## config.mk

```make
export PLATFORM = sky130hd
export DESIGN_NAME = sys_clock_source
export DESIGN_NICKNAME = d
export VERILOG_FILES = /design/src/hw/clk_gen_pkg.sv /design/src/hw/level_divider.sv /design/src/hw/sys_clock_source.sv
export VERILOG_INCLUDE_DIRS = /design/src /design/src/hw
export SDC_FILE = /design/constraint.sdc
export NUM_CORES = 1
export LEC_CHECK = 0
export BUFFER_PORTS_ARGS = -buffer_cell sky130_fd_sc_hd__clkbuf_2
export CORE_UTILIZATION = 60
export DETAILED_ROUTE_END_ITERATION = 10
export GPL_ROUTABILITY_DRIVEN = 0
export GPL_TIMING_DRIVEN = 1
export HOLD_SLACK_MARGIN = 0.03
export PLACE_DENSITY = 0.84
export SLEW_MARGIN = 20
export SYNTH_ARGS = -nofsm -noshare
export SYNTH_HDL_FRONTEND = slang
export SYNTH_HIERARCHICAL = 1
export SYNTH_SLANG_ARGS = --single-unit
export TNS_END_PERCENT = 5
```

## constraint.sdc

```tcl
create_clock -name clk -period 4.4 [get_ports clk]
set_input_delay 0 -clock clk [delete_from_list [all_inputs] [get_ports clk]]
set_output_delay 0 -clock clk [all_outputs]
set_load 0.005 [all_outputs]
```

## src/hw/clk_gen_params.svh

```systemverilog
// Purpose: Offsets, field positions, reset values and widths of the
//          system clock source and prescaler block.
// Assumes: 32-bit register words on a plain strobe port.
// Notes:   Definitions only.
`ifndef CLK_GEN_PARAMS_SVH
`define CLK_GEN_PARAMS_SVH

// ----------------------------------------------------------------
// Register offsets
// ----------------------------------------------------------------
`define OFS_SYS_CTRL 4'h0
`define OFS_PLL_CTRL 4'h4
`define OFS_PRESCALE 4'h8
`define OFS_STATUS 4'hc

// ----------------------------------------------------------------
// Field positions
// ----------------------------------------------------------------
`define SEL_LSB 0
`define BYP_BIT 0
`define OSC_INT_BIT 1
`define REFDIV_LSB 4
`define MULT_LSB 8
`define OUTDIV_LSB 16
`define PRESC_LSB 0

// ----------------------------------------------------------------
// Field widths
// ----------------------------------------------------------------
`define PRESC_W 10
`define REFDIV_W 4
`define MULT_W 7
`define OUTDIV_W 7

// ----------------------------------------------------------------
// Source select codes and reset values
// ----------------------------------------------------------------
`define SEL_WAKEUP 2'h0
`define SEL_PLL 2'h2
`define SEL_DIRECT 2'h3
`define RST_SEL 2'h0
`define RST_BYP 1'h1
`define RST_OSC_INT 1'h1
`define RST_PRESC 10'h000
`define RST_REFDIV 4'h0
`define RST_MULT 7'h00
`define RST_OUTDIV 7'h00

`endif

```

## src/hw/clk_gen_pkg.sv

```systemverilog
// Purpose: Types shared by the clock source block.
// Assumes: Nothing.
// Notes:   Constants live in clk_gen_params.svh.
package clk_gen_pkg;

  // ----------------------------------------------------------------
  // Source switch sequencer states
  // ----------------------------------------------------------------
  typedef enum logic [1:0] {
    RUN_S,
    DRAIN_S,
    HOLD_S
  } switch_state_t;

endpackage : clk_gen_pkg

```

## src/hw/level_divider.sv

```systemverilog
// Purpose: Divides a sampled clock level by a programmable factor.
// Assumes: Input level is already synchronised to clk.
// Notes:   Factor is div+1; toggles every div+1 input half periods.
`timescale 1ns/1ps
module level_divider #(
  parameter int W = 10
) (
  // Clock and reset
  input wire logic clk,
  input wire logic rst_n,
  // Control
  input wire logic clear,
  input wire logic [W-1:0] div,
  // Levels
  input wire logic lvl,
  output logic out_r
);

  logic prev_r; // Last seen input level
  logic [W-1:0] cnt_r; // Half periods since last toggle
  logic edge_s; // Input changed

  assign edge_s = lvl != prev_r;

  // ----------------------------------------------------------------
  // Edge tracking
  // ----------------------------------------------------------------
  // Cleared to low so a high input shows up as a fresh edge
  always_ff @(posedge clk) begin
    if (!rst_n || clear) begin
      prev_r <= 1'b0;
    end else begin
      prev_r <= lvl;
    end
  end

  // ----------------------------------------------------------------
  // Half period counter and output toggle
  // ----------------------------------------------------------------
  always_ff @(posedge clk) begin
    if (!rst_n || clear) begin
      cnt_r <= '0;
      out_r <= 1'b0;
    end else if (edge_s) begin
      if (cnt_r == div) begin // Factor reached
        cnt_r <= '0;
        out_r <= ~out_r;
      end else begin
        cnt_r <= cnt_r + 1'b1;
      end
    end
  end
endmodule : level_divider

```

## src/hw/sys_clock_source.sv

```systemverilog
// Purpose: Selects and generates the system clock level from pin clocks.
// Assumes: Pin clocks are far slower than clk and sampled by it.
// Notes:   Source or divider changes pass through a low-hold sequence.
//
// Behaviour
// - select 11 drives system clock from direct input
// - direct mode keeps input duty cycle
// - select 10 with bypass set is prescaler
// - prescaler input is crystal or internal source
// - prescaler output is oscillator over field plus one
// - factor one passes oscillator unchanged
// - prescale factor reaches 1024
// - select 10 without bypass enables PLL path
// - select 00 runs from wakeup clock
//
// Local design decisions: the plain strobed port and the address map.
`timescale 1ns/1ps
`include "clk_gen_params.svh"
module sys_clock_source
  import clk_gen_pkg::*;
(
  // Clock and reset
  input wire logic clk,
  input wire logic rst_n,
  // Register port
  input wire logic [3:0] addr,
  input wire logic [31:0] wr_data,
  input wire logic wr_stb,
  input wire logic rd_stb,
  output logic [31:0] rd_data_r,
  // Clock pins
  input wire logic direct_clock_input,
  input wire logic crystal_input,
  input wire logic internal_clock_input,
  input wire logic wakeup_clock_input,
  input wire logic pll_vco_input,
  // PLL control
  output logic pll_enable_r,
  output logic pll_ref_clock,
  output logic [`MULT_W-1:0] pll_multiply_r,
  // System clock
  output logic sys_clock_r,
  output logic switch_busy_r
);

  localparam int NP = 5; // Synchronised pins
  localparam int HOLD_MAX = 1000; // Longest wait for a low divider input

  // ----------------------------------------------------------------
  // Declarations
  // ----------------------------------------------------------------
  logic [NP-1:0] pins; // Raw pin levels
  logic [NP-1:0] s1_r, s2_r, s3_r; // Three-stage samplers
  logic [NP-1:0] lvl_r; // Accepted levels
  logic dir_lvl, xtal_lvl, int_lvl, wu_lvl, vco_lvl;
  logic [1:0] clock_source_select; // Software select
  logic oscillator_bypass_select; // Software bypass
  logic osc_int_r; // Oscillator from internal source
  logic [`PRESC_W-1:0] prescaler_divide_field;
  logic [`REFDIV_W-1:0] pll_input_divide_field;
  logic [`MULT_W-1:0] pll_multiply_field;
  logic [`OUTDIV_W-1:0] pll_output_divide_field;
  logic [1:0] act_sel_r; // Active select
  logic act_byp_r; // Active bypass
  logic act_int_r; // Active oscillator choice
  logic [`PRESC_W-1:0] act_presc_r;
  logic [`REFDIV_W-1:0] act_p_r;
  logic [`OUTDIV_W-1:0] act_outdiv_r;
  logic pending; // Software differs from active
  logic osc_lvl; // Selected oscillator level
  logic presc_out, outdiv_out; // Divider outputs
  logic div_in_lvl; // Input level of the active divider
  logic hold_ok; // Safe to leave the hold state
  logic src_lvl; // Chosen source level
  logic div_clear; // Restart dividers
  switch_state_t state_r;

  assign pins = {pll_vco_input, wakeup_clock_input, internal_clock_input,
                 crystal_input, direct_clock_input};
  assign dir_lvl = lvl_r[0];
  assign xtal_lvl = lvl_r[1];
  assign int_lvl = lvl_r[2];
  assign wu_lvl = lvl_r[3];
  assign vco_lvl = lvl_r[4];

  // ----------------------------------------------------------------
  // Pin samplers
  // ----------------------------------------------------------------
  // Level accepted once second and third stages agree
  for (genvar i = 0; i < NP; i++) begin : g_sync
    always_ff @(posedge clk) begin
      if (!rst_n) begin
        s1_r[i] <= 1'b0;
        s2_r[i] <= 1'b0;
        s3_r[i] <= 1'b0;
        lvl_r[i] <= 1'b0;
      end else begin
        s1_r[i] <= pins[i];
        s2_r[i] <= s1_r[i];
        s3_r[i] <= s2_r[i];
        if (s2_r[i] == s3_r[i]) begin
          lvl_r[i] <= s3_r[i];
        end
      end
    end
  end

  // ----------------------------------------------------------------
  // Register writes
  // ----------------------------------------------------------------
  always_ff @(posedge clk) begin
    if (!rst_n) begin
      clock_source_select <= `RST_SEL;
      oscillator_bypass_select <= `RST_BYP;
      osc_int_r <= `RST_OSC_INT;
      prescaler_divide_field <= `RST_PRESC;
      pll_input_divide_field <= `RST_REFDIV;
      pll_multiply_field <= `RST_MULT;
      pll_output_divide_field <= `RST_OUTDIV;
    end else if (wr_stb) begin
      case (addr)
        `OFS_SYS_CTRL: begin
          clock_source_select <= wr_data[`SEL_LSB +: 2];
        end
        `OFS_PLL_CTRL: begin
          oscillator_bypass_select <= wr_data[`BYP_BIT];
          osc_int_r <= wr_data[`OSC_INT_BIT];
          pll_input_divide_field <= wr_data[`REFDIV_LSB +: `REFDIV_W];
          pll_multiply_field <= wr_data[`MULT_LSB +: `MULT_W];
          pll_output_divide_field <= wr_data[`OUTDIV_LSB +: `OUTDIV_W];
        end
        `OFS_PRESCALE: begin
          prescaler_divide_field <= wr_data[`PRESC_LSB +: `PRESC_W];
        end
        default: begin
          // Status and unmapped: write ignored
        end
      endcase
    end
  end

  // ----------------------------------------------------------------
  // Register reads, data valid the cycle after the strobe
  // ----------------------------------------------------------------
  always_ff @(posedge clk) begin
    if (!rst_n || !rd_stb) begin
      rd_data_r <= 32'h0;
    end else begin
      rd_data_r <= 32'h0;
      case (addr)
        `OFS_SYS_CTRL: begin
          rd_data_r[`SEL_LSB +: 2] <= clock_source_select;
        end
        `OFS_PLL_CTRL: begin
          rd_data_r[`BYP_BIT] <= oscillator_bypass_select;
          rd_data_r[`OSC_INT_BIT] <= osc_int_r;
          rd_data_r[`REFDIV_LSB +: `REFDIV_W] <= pll_input_divide_field;
          rd_data_r[`MULT_LSB +: `MULT_W] <= pll_multiply_field;
          rd_data_r[`OUTDIV_LSB +: `OUTDIV_W] <= pll_output_divide_field;
        end
        `OFS_PRESCALE: begin
          rd_data_r[`PRESC_LSB +: `PRESC_W] <= prescaler_divide_field;
        end
        `OFS_STATUS: begin
          rd_data_r[4:0] <= {sys_clock_r, switch_busy_r, act_byp_r, act_sel_r};
        end
        default: begin
          rd_data_r <= 32'h0; // Unmapped reads zero
        end
      endcase
    end
  end

  // ----------------------------------------------------------------
  // Source and divider selection
  // ----------------------------------------------------------------
  assign pending = {clock_source_select, oscillator_bypass_select, osc_int_r,
                    prescaler_divide_field, pll_input_divide_field,
                    pll_output_divide_field} !=
                   {act_sel_r, act_byp_r, act_int_r, act_presc_r, act_p_r, act_outdiv_r};
  assign osc_lvl = act_int_r ? int_lvl : xtal_lvl;
  assign div_clear = state_r == HOLD_S;
  // Divider input must be low when its clear lifts, so no phase starts short
  assign div_in_lvl = act_byp_r ? osc_lvl : vco_lvl;
  assign hold_ok = !src_lvl && !(act_sel_r == `SEL_PLL && div_in_lvl);

  always_comb begin
    case (act_sel_r)
      `SEL_DIRECT: src_lvl = dir_lvl; // Passed straight
      `SEL_PLL: src_lvl = act_byp_r ? presc_out : outdiv_out;
      default: src_lvl = wu_lvl; // Wakeup, reserved code too
    endcase
  end

  // Oscillator prescaler
  level_divider #(.W(`PRESC_W)) u_presc (
    .clk(clk),
    .rst_n(rst_n),
    .clear(div_clear),
    .div(act_presc_r),
    .lvl(osc_lvl),
    .out_r(presc_out)
  );

  // PLL reference divider
  level_divider #(.W(`REFDIV_W)) u_p (
    .clk(clk),
    .rst_n(rst_n),
    .clear(div_clear),
    .div(act_p_r),
    .lvl(osc_lvl),
    .out_r(pll_ref_clock)
  );

  // PLL output divider
  level_divider #(.W(`OUTDIV_W)) u_outdiv (
    .clk(clk),
    .rst_n(rst_n),
    .clear(div_clear),
    .div(act_outdiv_r),
    .lvl(vco_lvl),
    .out_r(outdiv_out)
  );

  // ----------------------------------------------------------------
  // Switch sequencer: finish high phase, hold low, restart
  // ----------------------------------------------------------------
  always_ff @(posedge clk) begin
    if (!rst_n) begin
      state_r <= RUN_S;
    end else begin
      case (state_r)
        RUN_S: if (pending) state_r <= DRAIN_S;
        DRAIN_S: if (!src_lvl) state_r <= HOLD_S; // High phase done
        HOLD_S: if (hold_ok) state_r <= RUN_S; // Restart on a low input
        default: state_r <= RUN_S;
      endcase
    end
  end

  // Active configuration taken over only while output is low
  always_ff @(posedge clk) begin
    if (!rst_n) begin
      act_sel_r <= `RST_SEL;
      act_byp_r <= `RST_BYP;
      act_int_r <= `RST_OSC_INT;
      act_presc_r <= `RST_PRESC;
      act_p_r <= `RST_REFDIV;
      act_outdiv_r <= `RST_OUTDIV;
    end else if (state_r == DRAIN_S && !src_lvl) begin
      act_sel_r <= clock_source_select;
      act_byp_r <= oscillator_bypass_select;
      act_int_r <= osc_int_r;
      act_presc_r <= prescaler_divide_field;
      act_p_r <= pll_input_divide_field;
      act_outdiv_r <= pll_output_divide_field;
    end
  end

  // ----------------------------------------------------------------
  // Outputs
  // ----------------------------------------------------------------
  always_ff @(posedge clk) begin
    if (!rst_n) begin
      sys_clock_r <= 1'b0;
      switch_busy_r <= 1'b0;
    end else begin
      sys_clock_r <= (state_r == HOLD_S) ? 1'b0 : src_lvl;
      switch_busy_r <= state_r != RUN_S;
    end
  end

  always_ff @(posedge clk) begin
    if (!rst_n) begin
      pll_enable_r <= 1'b0;
      pll_multiply_r <= `RST_MULT;
    end else begin
      pll_enable_r <= act_sel_r == `SEL_PLL && !act_byp_r;
      pll_multiply_r <= pll_multiply_field;
    end
  end
endmodule : sys_clock_source

```

* Word-level counts from Yosys, hierarchy flattened *
Index checks and enable logic that the tools add are counted.
W data, S select, Z words.

word-level totals
  register bits = 147
  bits of input ports = 45
  output and inout port bits = 43
  word-level logic and storage cells = 116

cells by class
  $add $sub $neg = 3
  equality and inequality tests = 21
  multiplexer cells = 15
  bitwise gates (word level) = 5
  reductions and logical operators = 23

operators by type and width
  kind                     number
  $ne A25 B25 Y1           1
  $reduce_and A2 Y1        6
  $add A10 B1 Y10 const B  1
  $eq A10 B10 Y1           1
  $mux W10                 1
  $pmux W5 S2              1
  $eq A4 B4 Y1 const B     2
  $pmux W2 S4              1
  $add A7 B1 Y7 const B    1
  $eq A7 B7 Y1             1
  $mux W7                  1
  $eq A2 B2 Y1 const B     3
  $mux W2                  3
  $ne A2 B2 Y1 const B     3
  $pmux W2 S3              1
  $eq A1 B1 Y1             5
  $logic_not A1 Y1         5
  $not A1 Y1               5
  $add A4 B1 Y4 const B    1
  $eq A4 B3 Y1 const B     1
  $eq A4 B4 Y1             1
  $logic_and A1 B1 Y1      4
  $logic_not A4 Y1         1
  $mux W4                  1
  other kinds (11)         16

* Longest topological paths before layout *
  depth in word-level cells = 7
  gate-level depth with buffers = 7
  depth with buffers taken out = 5

* By module *
Netlist, hierarchy kept.

modules (own cells, without submodules)
  module                    instances  cells each  area an instance (um2)  seq. area each (um2)
  sys_clock_source          1          446         4,349.2                 2,222.1
  level_divider (u_presc)   1          72          658.1                   240.2
  level_divider (u_outdiv)  1          48          454.2                   180.2
  level_divider (u_p)       1          39          329.1                   120.1

* Least setup slack after synthesis *
OpenSTA, ideal clock, no wires.

  path type = register to register
  start = reg act_int_r
  end = reg u_presc.out_r
  setup time = 0.070 ns
  arrival time = 1.935 ns
  required time = 4.330 ns
  setup slack = 2.395 ns
  cell stages (with the launch flop) = 6
  path buffers = 0
  clock period less this slack = 2.005 ns
  path through = dfxtp_1 mux2_1 xor2_2 nand4_2 or4_1 a21oi_1

on the way
  word-level cells in the longest chain between the ends = 3

ends and longest elaborated chain
  what                         line                     source
  from (decl)                  sys_clock_source.sv:65   logic act_int_r;
  from (signal assigned)       sys_clock_source.sv:246  act_int_r <= `RST_OSC_INT;
  from (signal assigned)       sys_clock_source.sv:253  act_int_r <= osc_int_r;
  $mux W1                      sys_clock_source.sv:181  assign osc_lvl = act_int_r ? int_lvl : xtal_lvl;
  net osc_lvl                  sys_clock_source.sv:70   logic osc_lvl;
  $ne A1 B1 Y1                 n/a
  $reduce_and A2 Y1 (no line)  n/a
  to (signal assigned)         level_divider.sv:47      out_r <= ~out_r;
  to (decl)                    level_divider.sv:16      output logic out_r

The timed path passes the listed nets, and every way through them passes these cells.
A chain may end at the register's enable or synchronous reset.

* Worst setup path in the final report *
  start = reg act_byp_r
  end = reg act_presc_r[8]

on the way
  word-level cells in the longest chain between the ends = 4

ends and longest elaborated chain
  what                    line                     source
  from (decl)             sys_clock_source.sv:64   logic act_byp_r;
  from (signal assigned)  sys_clock_source.sv:245  act_byp_r <= `RST_BYP;
  from (signal assigned)  sys_clock_source.sv:252  act_byp_r <= oscillator_bypass_select;
  $mux W1                 sys_clock_source.sv:190  `SEL_PLL: src_lvl = act_byp_r ? presc_out : outdiv_out;
  $pmux W1 S2             sys_clock_source.sv:188  case (act_sel_r)
  $logic_not A1 Y1        sys_clock_source.sv:250  end else if (state_r == DRAIN_S && !src_lvl) begin
  $logic_and A1 B1 Y1     sys_clock_source.sv:250
  to (signal assigned)    sys_clock_source.sv:247  act_presc_r <= `RST_PRESC;
  to (signal assigned)    sys_clock_source.sv:254  act_presc_r <= prescaler_divide_field;
  to (decl)               sys_clock_source.sv:66   logic [`PRESC_W-1:0] act_presc_r;

Every way passes these cells.

==> reports/metrics.yaml <==
outcome:
  status: "finished clean"
clock_network:
  cts_sinks: 138
  cts_buffers: 17
  tritoncts: "done"
  cts_resized: 0
  htreeDepth: 4
  cts-root-buf: "clkbuf_8"
  clk_latency_ns: 0.52
  clock_path_buffers: 2
  cts.clk_slew.worst_paths_ns: 0.06
  cts_setup_buffers: 0
floorplanning:
  num_rows: 35
  io_pins: 88
  die_y_microns: 100
  die_x_microns: 100
  core_sq_um: 9280
  start_util_pct: 62.4
  die_area_sq_um: 10000
run:
  drv_cap: 0
sta:
  tightest_slew_ns: 1.04
  fin_setup_tns_ns: 0
  min_period_ns: 2.71
  min_period_over_period_pct: 61.6
  final_max_slew_viol_count: 0
  fmax_mhz: 369
  hold_viol_final: 0
  setup_viol: 0
  clock_skew_ns: 0.00681
  rsz0062_at_grt: "false"
  relSlewSlack_pct: 30.7
placement:
  dp_hpwl_microns: 8330
  io_buffers: 67
  placed_area_sq_um: 6130
pwr:
  power_density_nw_per_um2: 406
  power_mw: 2.87
  max-vdd-ir-drop_v: 0.000347
  power_frac_comb_pct: 7.4
  swShare_pct: 25.3
  p_clk_share_pct: 47.7
  power_frac_seq_pct: 44.8
  intPower_mw: 2.14
  p_switching_mw: 0.728
  p_leak_nw: 2.76
synthesis:
  ys_async_sr_fraction_pct: 0
  syn-instance-count: 605
  ys_seq_area_share_pct: 47.7
  synth_warnings: 6
  synth_cell_types: 53
  synth_edf_count: 0
  syn_area_per_cell_sq_um: 9.57
  synth-main-ff-cell: "dfxtp_1"
  ys_ff_latch: 138
  post_synth_instance_area_sq_um: 5790
grt:
  antenna_found_initial: 0
  overflow: 0
  track_usage_pct: 29.1
  grt_max_degree: 67
  first_global_vias: 4788
  grt_pass1_wl_microns: 22600
layout:
  drive_above_1_share_pct: 16.5
  fin_util_pct: 76.2
  antenna_cells: 0
  fin_area_sq_um: 7070
  finalNetCount: 752
  area_growth_pct: 22.1
critical_path:
  worstSetupEndpointType: "flop"
  critPathMaxFanout: 15
  setup.worst_path.start: "act_byp_r"
  r2r-start: "act_byp_r"
  crit_path_start_kind: "flop"
  required_ns: 4.83
  worstSetupPathType: "flop to flop"
  ff2ff_setup_slack_ns: 1.69
  crit_chain: "mux2_4, o211a_4, nor4b_4, buf_4, mux2i_1"
  crit_slowest_cell: "nor4b_4"
  crit_arrival_ns: 3.14
  crit_path_max_incr_delay_ns: 0.86
min_path:
  hold_path_class: "input pin to flop"
  hp-start: "rst_n"
drt:
  via_per_inst: 5.57
  first_iter_violations: 297
  wl_per_cell_microns: 16.5
  dr.pass1.iters: 5
  via_count: 4711
  drc: 0
  finalWirelength_microns: 14000
  ant_nets: 0
==> state kept, by name (all words and copies together) (netlist names), 4 cells and up <==
| name | flops |
|---|---|
| pll_input_divide_field | 4 |
| act_p_r | 4 |
| s2_r | 5 |
| pll_output_divide_field | 7 |
| act_outdiv_r | 7 |
| rd_data_r | 22 |
| act_presc_r | 10 |
| prescaler_divide_field | 10 |
| u_p/cnt_r | 4 |
| pll_multiply_field | 7 |
| s1_r | 5 |
| pll_multiply_r | 7 |
| u_presc/cnt_r | 10 |
| u_outdiv/cnt_r | 7 |
| s3_r | 5 |
==> synth_stat cells, drive strengths merged (3+ instances only) <==
master | count | area [sq um]
a21boi | 26 | 195
a21oi | 9 | 45.0
a22oi | 8 | 60.1
and2 | 37 | 233
and3 | 7 | 43.8
buf | 17 | 146
clkbuf | 19 | 71.3
dfxtp | 138 | 2760
ha | 3 | 37.5
inv | 4 | 15.0
mux2 | 5 | 60.1
mux2i | 38 | 380
nand2 | 107 | 402
nand2b | 4 | 25.0
nand3 | 13 | 65.1
nand4 | 16 | 113
nor2 | 28 | 108
nor2b | 19 | 119
nor3 | 6 | 30.0
nor3b | 3 | 22.5
o21ai | 11 | 55.1
or3 | 4 | 25.0
xnor2 | 49 | 437
xor2 | 13 | 129
==> kinds of logic after synthesis <==
group                      after synthesis  synth area share, %
muxes                                   43                 7.61
adders and majority gates                3                0.648
xor gates and xnor gates                62                 9.77
other                                    1               0.0648
AOI/OAI and AO/OA                       66                 8.34
and+or+nand+nor                        252                 21.8
buffers and inverters                   40                 4.02
DFF                                    138                 47.7
==> power groups by stage <==
stage               clock network [mW]  logic [mW]  registers (mW)
floorplan                            0       0.170            1.31
global placement                     0       0.178            1.31
detailed placement                   0       0.183            1.31
CTS                               1.38       0.209            1.29
global route                      1.44       0.227            1.29
finish                            1.37       0.213            1.29
==> critical path: cells and delay by family (launching register included) <==
family	cells	cell delay [ns]
compound gates	1	0.26
mux	2	0.62
simple gates	1	0.86
flops	1	0.47
buf+inv	1	0.42
==> through the flow <==
step,worst slack (ns),instances,hold slack [ns]
after floorplan,2.40,614,0.124
after global placement,1.86,777,0.210
after detailed placement,1.81,777,0.210
after CTS,1.71,846,0.184
after global routing,1.57,846,0.216
final,1.69,846,0.197
==> final timing paths <==
check | cells after the start | end
max | 5 | act_presc_r[8]
min | 3 | u_presc/out_r
max reg2reg | 5 | act_presc_r[8]
min reg2reg | 1 | s2_r[3]
==> cell type report <==
class                           instances  area [sq um]
Clock buffer                           17           414
Clock inverter                         15           160
Fill cell                             579          2210
Inverter                                4          15.0
Multi-Input combinational cell        436          2830
Sequential cell                       138          2760
Tap cell                              129           161
Timing Repair Buffer                  107           728
==> placed cells by master, fill, tap and decap left out, types with 4 or more instances in the layout <==
master | netlist | routed
dfxtp_1 | 138 | 138
nor3_1 | 6 | 6
o21ai_0 | 10 | 10
nor2_1 | 27 | 27
nand2_1 | 107 | 107
inv_1 | 4 | 4
a21boi_0 | 25 | 25
nor2b_1 | 19 | 19
xnor2_1 | 48 | 48
clkinv_4 | 0 | 5
nand4_1 | 14 | 14
dlygate4sd3_1 | 0 | 37
clkbuf_2 | 0 | 66
mux2i_1 | 38 | 38
and2_1 | 36 | 36
and3_1 | 7 | 7
clkbuf_16 | 0 | 16
nand2b_1 | 4 | 4
a21oi_1 | 9 | 9
conb_1 | 1 | 10
nand3_1 | 13 | 13
a22oi_1 | 8 | 8
or3_1 | 4 | 4
xor2_1 | 11 | 11
inv_6 | 0 | 4
==> routing by layer <==
layer | track usage, % | vias to the layer above | routed length (microns)
li1 | - | 2208 | -
met1 | 32.2 | 2280 | 5350
met2 | 51.8 | 179 | 7380
met3 | 7.45 | 44 | 809
met4 | 14.5 | 0 | 443
met5 | 0 | - | 0
==> repair_timing <==
action                     4_1_cts  5_1_grt
setup endpoints to repair        0        0
hold buffers                    37        0
hold endpoints to repair        47        0
Note: power is estimated with default switching activity, not from simulation.
